File: src/ll_debug_pkg.sv
// Package for the link-layer debug and error-status register group.
// Assumes a single 100 MHz core clock and an AHB-Lite register bus.
package ll_debug_pkg;

   // -------------------------------------------------------------
   // Register map
   // -------------------------------------------------------------
   localparam logic [31:0] DIAG_MIRROR_ADDR = 32'h4000_0054;
   localparam logic [31:0] ZONE_UPPER_ADDR  = 32'h4000_0058;
   localparam logic [31:0] ZONE_LOWER_ADDR  = 32'h4000_005c;
   localparam logic [31:0] ERROR_FLAGS_ADDR = 32'h4000_0060;
   localparam logic [31:0] REG_RESET        = 32'h0000_0000;

   // -------------------------------------------------------------
   // Field layout
   // -------------------------------------------------------------
   localparam int LIMIT_W       = 16;
   localparam int DIAG_W        = 8;
   localparam int NUM_ERR       = 18;
   localparam int ERR_STACKED   = 17;
   localparam int ERR_RXBUF     = 16;
   localparam int ERR_TXBUF     = 15;
   localparam int ERR_RXDESC    = 14;
   localparam int ERR_TXDESC    = 13;
   localparam int ERR_FORMAT    = 12;
   localparam int ERR_CHMAP     = 11;
   localparam int ERR_ADVGAP    = 10;
   localparam int ERR_IFSGAP    = 9;
   localparam int ERR_ALLOW     = 8;
   localparam int ERR_EVPREF    = 7;
   localparam int ERR_SCPREF    = 6;
   localparam int ERR_ENTRY     = 5;
   localparam int ERR_SCXMEM    = 4;
   localparam int ERR_RADXMEM   = 3;
   localparam int ERR_PKTXMEM   = 2;
   localparam int ERR_DECRYPT   = 1;
   localparam int ERR_ENCRYPT   = 0;
   localparam logic [1:0] HTRANS_NONSEQ = 2'h2;
   localparam logic [2:0] HSIZE_WORD    = 3'h2;
   localparam logic       HRESP_OKAY    = 1'h0;

   // -------------------------------------------------------------
   // Carriers
   // -------------------------------------------------------------
   typedef struct packed {
      logic [DIAG_W-1:0] bus3;
      logic [DIAG_W-1:0] bus2;
      logic [DIAG_W-1:0] bus1;
      logic [DIAG_W-1:0] bus0;
   } diag_buses_t;

   typedef struct packed {
      logic [LIMIT_W-1:0] register_zone;
      logic [LIMIT_W-1:0] xmem_zone;
   } zone_limits_t;

   // Raw one-cycle error events from the controller blocks
   typedef struct packed {
      logic stacked_event_irq;
      logic rx_buffer_null;
      logic tx_buffer_null;
      logic rx_descriptor_null;
      logic tx_descriptor_null;
      logic bad_structure_format;
      logic channel_map_mismatch;
      logic advertising_gap_short;
      logic interframe_gap_short;
      logic allow_list_timeout;
      logic event_ctrl_prefetch;
      logic scheduler_prefetch;
      logic scheduler_entry_timing;
      logic scheduler_xmem_late;
      logic radio_xmem_late;
      logic packet_xmem_late;
      logic decrypt_late;
      logic encrypt_late;
   } error_events_t;

endpackage

File: src/ll_debug_regs.sv
// Debug mirror, zone limits and sticky error flags of the link-layer core.
// Assumes one AHB-Lite master, error events synchronous to i_mclk.
//
// Function
// RULE1: Mirror four debug buses, bus three on top
// RULE2: Upper limit register holds register-zone upper half
// RULE3: Upper limit register holds memory-zone lower half
// RULE4: Lower limit register holds register-zone upper half
// RULE5: Lower limit register holds memory-zone lower half
// RULE6: Flag unacknowledged stacked event interrupts
// RULE7: Flag null receive buffer pointer
// RULE8: Flag null transmit buffer pointer
// RULE9: Flag null receive descriptor pointer
// RULE10: Flag null transmit descriptor pointer
// RULE11: Flag invalid control structure format
// RULE12: Flag channel map count mismatch at hopping
// RULE13: Flag advertising interval underrun
// RULE14: Flag inter-frame space underrun
// RULE15: Flag allow-list parsing timeout
// RULE16: Flag both prefetch errors on late event
// RULE17: Flag invalid consecutive table entry timing
// RULE18: Flag late scheduler exchange memory access
// RULE19: Flag late radio exchange memory access
// RULE20: Flag late packet exchange memory access
// RULE21: Flag late block decryption
// RULE22: Flag late block encryption
// RULE23: Zone hits inclusive of both limits
// RULE24: Flags sticky until reset, writes ignored
//
// Added by the designer: the AHB-Lite interface to the registers.
`timescale 1ns/1ps
module ll_debug_regs
   import ll_debug_pkg::*;
(
   input  wire logic                              i_mclk,
   input  wire logic                              i_nrst,
   // AHB-Lite slave
   input  wire logic                              i_hsel,
   input  wire logic [31:0]                       i_haddr,
   input  wire logic [1:0]                        i_htrans,
   input  wire logic                              i_hwrite,
   input  wire logic [2:0]                        i_hsize,
   input  wire logic [31:0]                       i_hwdata,
   input  wire logic                              i_hready,
   output logic      [31:0]                       o_hrdata,
   output logic                                   o_hreadyout,
   output logic                                   o_hresp,
   // Core side
   input  wire ll_debug_pkg::diag_buses_t         i_diag_buses,
   input  wire ll_debug_pkg::error_events_t       i_error_events,
   input  wire logic [ll_debug_pkg::LIMIT_W-1:0]  i_register_access_addr,
   input  wire logic [ll_debug_pkg::LIMIT_W-1:0]  i_xmem_access_addr,
   output logic                                   o_register_zone_hit,
   output logic                                   o_xmem_zone_hit,
   output ll_debug_pkg::error_events_t            o_error_flags
);
   import ll_debug_pkg::*;

   // ----------------------------------------------------------------
   // Bus address phase capture
   // ----------------------------------------------------------------
   logic        wr_pend_ff;
   logic        rd_pend_ff;
   logic [31:0] addr_ff;
   logic        take;

   assign take = i_hsel && i_hready && (i_htrans == HTRANS_NONSEQ);

   always_ff @(posedge i_mclk or negedge i_nrst) begin
      if (!i_nrst) begin
         wr_pend_ff <= 1'b0;
         rd_pend_ff <= 1'b0;
         addr_ff    <= REG_RESET;
      end else if (i_hready) begin
         wr_pend_ff <= take && i_hwrite;
         rd_pend_ff <= take && !i_hwrite;
         addr_ff    <= i_haddr;
      end
   end

   // Zero wait states; every access, mapped or not, answers OKAY
   assign o_hreadyout = 1'b1;
   assign o_hresp     = HRESP_OKAY;

   // ----------------------------------------------------------------
   // Zone limit registers
   // ----------------------------------------------------------------
   zone_limits_t upper_ff;
   zone_limits_t lower_ff;

   // Size is not decoded; every write lands as a whole word
   always_ff @(posedge i_mclk or negedge i_nrst) begin
      if (!i_nrst) begin
         upper_ff <= REG_RESET;
      end else if (wr_pend_ff && addr_ff == ZONE_UPPER_ADDR) begin
         upper_ff <= i_hwdata; // RULE2 RULE3
      end
   end

   always_ff @(posedge i_mclk or negedge i_nrst) begin
      if (!i_nrst) begin
         lower_ff <= REG_RESET;
      end else if (wr_pend_ff && addr_ff == ZONE_LOWER_ADDR) begin
         lower_ff <= i_hwdata; // RULE4 RULE5
      end
   end

   // ----------------------------------------------------------------
   // Zone hit flags
   // ----------------------------------------------------------------
   always_ff @(posedge i_mclk or negedge i_nrst) begin
      if (!i_nrst) begin
         o_register_zone_hit <= 1'b0;
         o_xmem_zone_hit     <= 1'b0;
      end else begin
         o_register_zone_hit <= (i_register_access_addr >= lower_ff.register_zone) &&
                                (i_register_access_addr <= upper_ff.register_zone); // RULE23
         o_xmem_zone_hit     <= (i_xmem_access_addr >= lower_ff.xmem_zone) &&
                                (i_xmem_access_addr <= upper_ff.xmem_zone); // RULE23
      end
   end

   // ----------------------------------------------------------------
   // Sticky error flags
   // ----------------------------------------------------------------
   // No software clear exists, so an event can never race a clear
   always_ff @(posedge i_mclk or negedge i_nrst) begin
      if (!i_nrst) begin
         o_error_flags <= '0;
      end else begin
         o_error_flags <= o_error_flags | i_error_events; // RULE24
      end
   end
   // Each event bit lands at its own position: RULE6 RULE7 RULE8 RULE9
   // RULE10 RULE11 RULE12 RULE13 RULE14 RULE15 RULE16 RULE17 RULE18
   // RULE19 RULE20 RULE21 RULE22

   // ----------------------------------------------------------------
   // Read data
   // ----------------------------------------------------------------
   logic [31:0] nxt_rdata;

   always_comb begin
      nxt_rdata = REG_RESET;
      case (i_haddr)
         DIAG_MIRROR_ADDR: nxt_rdata = i_diag_buses; // RULE1
         ZONE_UPPER_ADDR:  nxt_rdata = upper_ff;
         ZONE_LOWER_ADDR:  nxt_rdata = lower_ff;
         ERROR_FLAGS_ADDR: nxt_rdata = {{(32-NUM_ERR){1'b0}}, o_error_flags};
         default:          nxt_rdata = REG_RESET;
      endcase
   end

   // Sampled at address phase so read data stands in the data phase
   always_ff @(posedge i_mclk or negedge i_nrst) begin
      if (!i_nrst) begin
         o_hrdata <= REG_RESET;
      end else if (take && !i_hwrite) begin
         o_hrdata <= nxt_rdata;
      end
   end

endmodule

File: config.mk
export PLATFORM = sky130hd
export DESIGN_NAME = ll_debug_regs
export DESIGN_NICKNAME = d
export VERILOG_FILES = /design/src/ll_debug_pkg.sv /design/src/ll_debug_regs.sv
export SDC_FILE = /design/constraint.sdc
export NUM_CORES = 1
export LEC_CHECK = 0
export BUFFER_PORTS_ARGS = -buffer_cell sky130_fd_sc_hd__buf_4
export CORE_MARGIN = 3
export CORE_UTILIZATION = 40
export DETAILED_ROUTE_END_ITERATION = 10
export PLACE_DENSITY = 0.74
export REMOVE_ABC_BUFFERS = 1
export SETUP_SLACK_MARGIN = 0.5
export SLEW_MARGIN = 20
export SYNTH_ARGS = -nofsm -noshare
export SYNTH_HDL_FRONTEND = slang
export SYNTH_SLANG_ARGS = --single-unit
File: constraint.sdc
create_clock -name i_mclk -period 2.35 [get_ports i_mclk]
set_input_delay 0.705 -clock i_mclk [delete_from_list [all_inputs] [get_ports i_mclk]]
set_output_delay 0.705 -clock i_mclk [all_outputs]
set_load 0.01 [all_outputs]
==> key figures, run 1 <==
Setup path
  • Critical path type: reg2reg
  • CP delay by family, top: simple AND/OR/NAND/NOR gates
  • CP Capture Type: flop
  • Data arrival time of the worst path: 2.30 ns
  • Critical-path maximum fanout: 8
  • Buf+Inv Stages, Crit Path: 3
  • Reg-to-reg startpoint: addr_ff[14]$_DFFE_PN0P_
  • Cell mode on critical path: buf_4
  • Slowest library cell on the worst path: dfrtp_1
  • CP startpoint: addr_ff[14]$_DFFE_PN0P_
  • R2r setup slk: 0.35 ns
  • Crit path cell chain: nor4_2 > nand4_1 > buf_4 > nor3_4 > buf_4 > clkbuf_16 > mux2_1
  • CP max stage delay: 0.39 ns
  • Req. time, crit path: 2.65 ns
  • Critical path launch point type: flop

Placement
  • Port Buffers: 204
  • Hpwl dp: 16200 um
  • GP Congestion: 0.797
  • DP Area: 9840 sq um
  • Placed Instances: 1169
  • Setup WS pre-CTS: -0.0366 ns

Timing
  • Slew Viols, Final: 0
  • Hold Vio Cnt, Final: 0
  • Tmin final: 2.00 ns
  • Achievable Freq: 501 MHz
  • Skew final: 0.00814 ns
  • Setup violators final: 0
  • RSZ-0062 raised after global routing: yes
  • Final period util: 0.850
  • Hold WS: 0.0664 ns
  • Setup ws final: 0.353 ns

Final layout
  • Area Overhead vs Synth: 43.4%
  • Non-Filler Instances: 1229
  • Layout Nets: 1176
  • Share of cells above drive strength 1: 0.414
  • Filler cells: 1545
  • Finished Cell Area: 11300 sq um
  • Antenna cell count: 0

Floorplan
  • # IOs: 210
  • Die width: 146 um
  • Core area: 19000 sq um
  • Row cnt: 50
  • Initial Utilization: 0.415
  • Die Ht: 146 um
  • Die ar.: 21500 sq um

Clocking
  • Maximum clock path buffer count: 2
  • Sink Count: 149
  • Clock transition at path regs: 0.06 ns
  • CTS H-Tree Depth: 4
  • Post-CTS Hold Buffers: 0
  • Num CTS Buffers: 17
  • Clock Root Buffer: clkbuf_16
  • Clk Latency, worst-skew pair: 0.43 ns
  • CTS tree: yes

Global routing
  • Initial antenna violation count: 0
  • Global-route usage over all layers: 0.214
  • Grt total ovfl: 0
  • Vias in the first global route: 6698
  • Largest net degree at the start of global routing: 84
  • First-pass GRT wire length: 36300 um

Detailed routing
  • Mean number of vias per cell: 5.38
  • WL/cell: 20.4 um
  • DR vias: 6606
  • DRT Pass-1 Iters: 7
  • Final WL: 25100 um
  • Antenna-violating nets left: 0
  • # DRC: 0
  • DRT iter0 DRCs: 354

Power and ir drop
  • Pwr Density: 579 nW/um^2
  • Max VDD drop: 0.470 mV
  • Overall power: 6.56 mW
  • Leakage: 5.07 nW

Yosys
  • Synth Register Bits: 149
  • Synth async-reset ratio: 1.00
  • Seq/Total Area, Yosys: 0.472
  • EDFF count, synth: 0
  • Synthesized netlist cell count: 720
  • Top_reg_cell synth: dfrtp_1
  • Syn Area/Cell: 11.0 sq um
  • Mapped Area: 7900 sq um
  • Syn. warnings: 0
  • Synth cell types: 51

Worst hold path
  • HP Class: in2async

Flow run
  • Max Cap Viol: 0

Status
  • Status: finished, final reports clean
==> path summary, 6_finish.rpt <==
check / endpoint / cells after the start
worst min register to register: upper_ff[22]$_DFFE_PN0P_ / 1
worst min-delay path: o_error_flags[5]$_DFF_PN0_ / 1
worst max-delay path: lower_ff[1]$_DFFE_PN0P_ / 7
worst max register to register: lower_ff[1]$_DFFE_PN0P_ / 7
max in group asynchronous: lower_ff[30]$_DFFE_PN0P_ / 2
min in group i_mclk: o_error_flags[12]$_DFF_PN0_ / 2
==> placed cells by master (no fill, tap or decap), types with 13 or more instances in the layout <==
cell and n:
a21oi_1 19, a222oi_1 18, a31oi_1 16, buf_12 13, buf_4 215, clkbuf_16 22, dfrtp_1 149, ha_1 62
inv_1 63, mux2_1 38, mux2_2 33, mux2_4 24, nand2_1 44, nand3_1 17, nand4_1 13, nor2_1 25
o21ai_0 25, o21ai_1 16, or2_2 18
==> per-layer routing <==
metal | up-vias | track usage | share of wire | wire length, um
li1 | 3088 | - | - | -
met5 | - | 0 | 0 | 0
met1 | 3241 | 0.278 | 0.42 | 10600
met2 | 245 | 0.363 | 0.49 | 12400
met4 | 0 | 0.0494 | 0.015 | 367
met3 | 32 | 0.0543 | 0.069 | 1730
==> final cells by class <==
type,instances,area [sq um],area share
clock buffer,18,429,0.0379
clock inverter,14,208,0.0183
inverter,64,240,0.0212
multi-input combinational,471,4100,0.362
sequential,149,3730,0.329
tap,260,325,0.0287
timing repair buffer,253,2290,0.202
==> worst reg2reg max path, delay by kind of cell (launching register included) <==
family | cells | cell delay (ns)
multiplexers | 1 | 0.34
AND/OR/NAND/NOR | 3 | 0.61
buffers and inverters | 3 | 0.54
flip-flops | 1 | 0.39
==> power breakdown <==
part	switching (mW)	internal, mW	total, mW
Sequential	0.0733	2.69	2.76
Combinational	0.373	0.438	0.811
Clock	1.10	1.88	2.98
==> cell families (layout without fill, tap and decap cells) <==
| group | Yosys count | after routing | synth area share |
|---|---|---|---|
| buffers and inverters | 100 | 349 | 0.0553 |
| adders and majority gates | 64 | 64 | 0.101 |
| AOI/OAI and AO/OA | 130 | 130 | 0.112 |
| other | 2 | 2 | 0.000951 |
| and+or+nand+nor | 180 | 180 | 0.123 |
| DFF | 149 | 149 | 0.472 |
| muxes | 95 | 95 | 0.135 |
==> state kept, by name, indices dropped and copies added (netlist names) <==
name,count
upper_ff,32
addr_ff,32
lower_ff,32
o_error_flags,18
o_hrdata,32
o_xmem_zone_hit,1
wr_pend_ff,1
o_register_zone_hit,1
==> synthesized netlist by cell type (9+ instances only) <==
cell type  instances  area [sq um]
inv_1             64           240
o21ai_0           32           160
or2_2             18           113
nand2_1           44           165
a222oi_1          18           180
nor4_1            11          68.8
nor2_1            26          97.6
buf_2             10          50.1
nand2b_1          17           106
a32oi_1           11          96.3
mux2_2            33           372
a31oi_1           18           113
nand4_1           13          81.3
mux2_1            62           698
nand3_1           25           125
o21ai_1            9          45.0
dfrtp_1          149          3730
a21oi_1           19          95.1
clkbuf_1          11          41.3
ha_1              64           801
buf_4              9          67.6
==> timing repair <==
item                       4_1_cts  5_1_grt
gates resized for setup         28       67
pin swaps                       13       32
setup endpoints to repair       89       97
gates cloned                     4        7
setup buffers                    7       10
==> through the flow <==
step,utilization,TNS [ns]
finish,0.595,0
global route,0.595,0
CTS,0.566,0
detailed placement,0.518,-0.107
global placement,0.518,-0.103
floorplan,-,-33.60
Note: power is estimated with default switching activity, not from simulation.
==> run 2, diff against run 1 <==
--- a/config.mk
+++ b/config.mk
@@ -9,7 +9,7 @@
 export CORE_MARGIN = 3
 export CORE_UTILIZATION = 40
 export DETAILED_ROUTE_END_ITERATION = 10
-export PLACE_DENSITY = 0.74
+export PLACE_DENSITY = 0.77
 export REMOVE_ABC_BUFFERS = 1
 export SETUP_SLACK_MARGIN = 0.5
 export SLEW_MARGIN = 20
==> constraint.sdc (replaced) <==
create_clock -name i_mclk -period 1.82 [get_ports i_mclk]
set_input_delay 0.546 -clock i_mclk [delete_from_list [all_inputs] [get_ports i_mclk]]
set_output_delay 0.546 -clock i_mclk [all_outputs]
set_load 0.01 [all_outputs]
==> key figures, run 2 (same netlist as run 1, synthesis figures left out) <==
Timing
  • Hold Vio Cnt, Final: 0 (unchanged)
  • Slew Viols, Final: 0 (unchanged)
  • RSZ-0062 raised after global routing: yes (unchanged)
  • Hold WS: 0.0476 ns (was 0.0664 ns)
  • Setup ws final: -0.209 ns (was 0.353 ns)
  • Achievable Freq: 493 MHz (was 501 MHz)
  • Final period util: 1.11 (was 0.850)
  • Tmin final: 2.03 ns (was 2.00 ns)
  • Skew final: 0.00962 ns (was 0.00814 ns)
  • Setup violators final: 72 (was 0)

Worst hold path
  • HP Class: in2async (unchanged)

Global routing
  • First-pass GRT wire length: 42300 um (was 36300 um)
  • Vias in the first global route: 7821 (was 6698)
  • Initial antenna violation count: 1 (was 0)
  • Largest net degree at the start of global routing: 46 (was 84)
  • Grt total ovfl: 0 (unchanged)
  • Global-route usage over all layers: 0.251 (was 0.214)

Power and ir drop
  • Pint: 6.30 mW (was 5.01 mW)
  • Gate power share: 0.161 (was 0.124)
  • Net Sw Frac: 0.248 (was 0.236)
  • Power share of the clock group: 0.411 (was 0.455)
  • Pwr Density: 646 nW/um^2 (was 579 nW/um^2)
  • Leakage: 5.83 nW (was 5.07 nW)
  • Max VDD drop: 0.666 mV (was 0.470 mV)
  • Overall power: 8.38 mW (was 6.56 mW)
  • Net Sw Power: 2.08 mW (was 1.55 mW)
  • Register share of total power: 0.428 (was 0.421)

Detailed routing
  • Mean number of vias per cell: 5.49 (was 5.38)
  • WL/cell: 21.4 um (was 20.4 um)
  • DRT Pass-1 Iters: 8 (was 7)
  • DRT iter0 DRCs: 428 (was 354)
  • Antenna-violating nets left: 0 (unchanged)
  • Final WL: 28500 um (was 25100 um)
  • # DRC: 0 (unchanged)
  • DR vias: 7321 (was 6606)

Floorplan
  • Die width: 146 um (unchanged)
  • Die ar.: 21500 sq um (unchanged)
  • Row cnt: 50 (unchanged)
  • Core area: 19000 sq um (unchanged)
  • # IOs: 210 (unchanged)
  • Die Ht: 146 um (unchanged)
  • Initial Utilization: 0.415 (unchanged)

Clocking
  • Sink Count: 149 (unchanged)
  • CTS tree: yes (unchanged)
  • Clock Root Buffer: clkbuf_16 (unchanged)
  • Clock transition at path regs: 0.06 ns (about the same)
  • Num CTS Buffers: 17 (unchanged)
  • Post-CTS Hold Buffers: 0 (unchanged)
  • Maximum clock path buffer count: 2 (unchanged)
  • CTS H-Tree Depth: 4 (unchanged)
  • Clk Latency, worst-skew pair: 0.42 ns (was 0.43 ns)

Placement
  • GP Congestion: 0.818 (was 0.797)
  • DP Area: 10200 sq um (was 9840 sq um)
  • Port Buffers: 204 (unchanged)
  • Setup WS pre-CTS: -0.416 ns (was -0.0366 ns)
  • Hpwl dp: 17600 um (was 16200 um)

Final layout
  • Share of cells above drive strength 1: 0.557 (was 0.414)
  • Final core utilization: 0.683 (was 0.595)
  • Layout Nets: 1281 (was 1176)
  • Area Overhead vs Synth: 64.4% (was 43.4%)
  • Most common cell after layout, fill and taps aside: buf_4 (unchanged)
  • Antenna cell count: 0 (unchanged)
  • Finished Cell Area: 13000 sq um (was 11300 sq um)
  • Filler cells: 1299 (was 1545)
  • Most frequent cells in the layout: 250 x buf_4, 149 x dfrtp_1, 71 x buf_6 (was 215 x buf_4, 149 x dfrtp_1, 63 x inv_1)

Status
  • Failing checks: negative setup slack
  • Status: finished with violations (was finished, final reports clean)

Flow run
  • Max Cap Viol: 0 (unchanged)

Setup path
  • Critical path type: reg2reg (unchanged)
  • Cell mode on critical path: buf_6 (was buf_4)
  • Req. time, crit path: 2.12 ns (was 2.65 ns)
  • Crit path cell chain: nor4_2 > nand4_1 > buf_6 > nor3_4 > buf_6 > buf_12 > mux2_4 (was nor4_2 > nand4_1 > buf_4 > nor3_4 > buf_4 > clkbuf_16 > mux2_1)
  • Critical path launch point type: flop (unchanged)
  • CP max stage delay: 0.40 ns (was 0.39 ns)
  • Data arrival time of the worst path: 2.33 ns (was 2.30 ns)
  • CP Capture Type: flop (unchanged)
  • Slowest library cell on the worst path: dfrtp_1 (unchanged)
  • Critical-path maximum fanout: 11 (was 8)
run 2: cell count changes in the layout (fill, tap and decap cells not counted), moves of 8 or more:
cell / delta
mux2_1: -38
buf_12: +8
buf_6: +59
buf_4: +35
mux2_4: +40
o21ai_2: +9
run 2: cell type report:
class | instances | area (sq um) | share of cell area
Clock buffer | 24 | 502 | 0.0387
Tap cell | 260 | 325 | 0.0251
Timing Repair Buffer | 358 | 3460 | 0.267
Multi-Input combinational cell | 471 | 4650 | 0.358
Sequential cell | 149 | 3730 | 0.287
Clock inverter | 8 | 72.6 | 0.00559
Inverter | 64 | 240 | 0.0185
run 2: what timing repair did:
action	in CTS	in global routing
setup endpoints to repair	150	150
gates resized for setup	218	64
pin swaps	40	36
buffers inserted	51	19
cloned	8	4
run 2: metrics by stage:
stage | TNS (ns) | instances
global route | -17.70 | 1334
floorplan | -79.48 | 684
global placement | -19.44 | 1220
CTS | -9.83 | 1311
finish | -11.05 | 1334
detailed placement | -22.69 | 1220
run 2: worst max-delay path, delay by kind of cell, from the launching register on:
kind	cells	cell delay, ns
buffers and inverters	3	0.52
flip-flops	1	0.40
multiplexers	1	0.31
AND/OR/NAND/NOR	3	0.66
run 2: path summary, 6_finish.rpt:
check                                        start                    endpoint  slack (ns)  cells after the start
min                                         i_nrst    o_hrdata[11]$_DFFE_PN0P_        0.05                      1
min in group i_mclk              i_error_events[2]  o_error_flags[2]$_DFF_PN0_        0.31                      2
max in group asynchronous                   i_nrst    upper_ff[20]$_DFFE_PN0P_        1.13                      2
min reg2reg                addr_ff[25]$_DFFE_PN0P_     addr_ff[25]$_DFFE_PN0P_        0.51                      1
max reg2reg                addr_ff[14]$_DFFE_PN0P_    lower_ff[22]$_DFFE_PN0P_       -0.21                      7
max                        addr_ff[14]$_DFFE_PN0P_    lower_ff[22]$_DFFE_PN0P_       -0.21                      7
run 2: routing by layer:
metal,vias up,wire [um],track usage
met3,66,1910,0.0720
met5,-,20,0
met4,2,934,0.0974
met1,3682,10900,0.291
met2,269,14700,0.441
li1,3302,-,-
run 2: power groups by stage:
stage                     clock network [mW]  logic [mW]  registers (mW)
after CTS                               3.48        1.21            3.58
after global routing                    3.66        1.45            3.61
after global placement                     0        1.04            3.61
after detailed placement                   0        1.07            3.62
final                                   3.45        1.35            3.59
after floorplan                            0       0.317            3.64
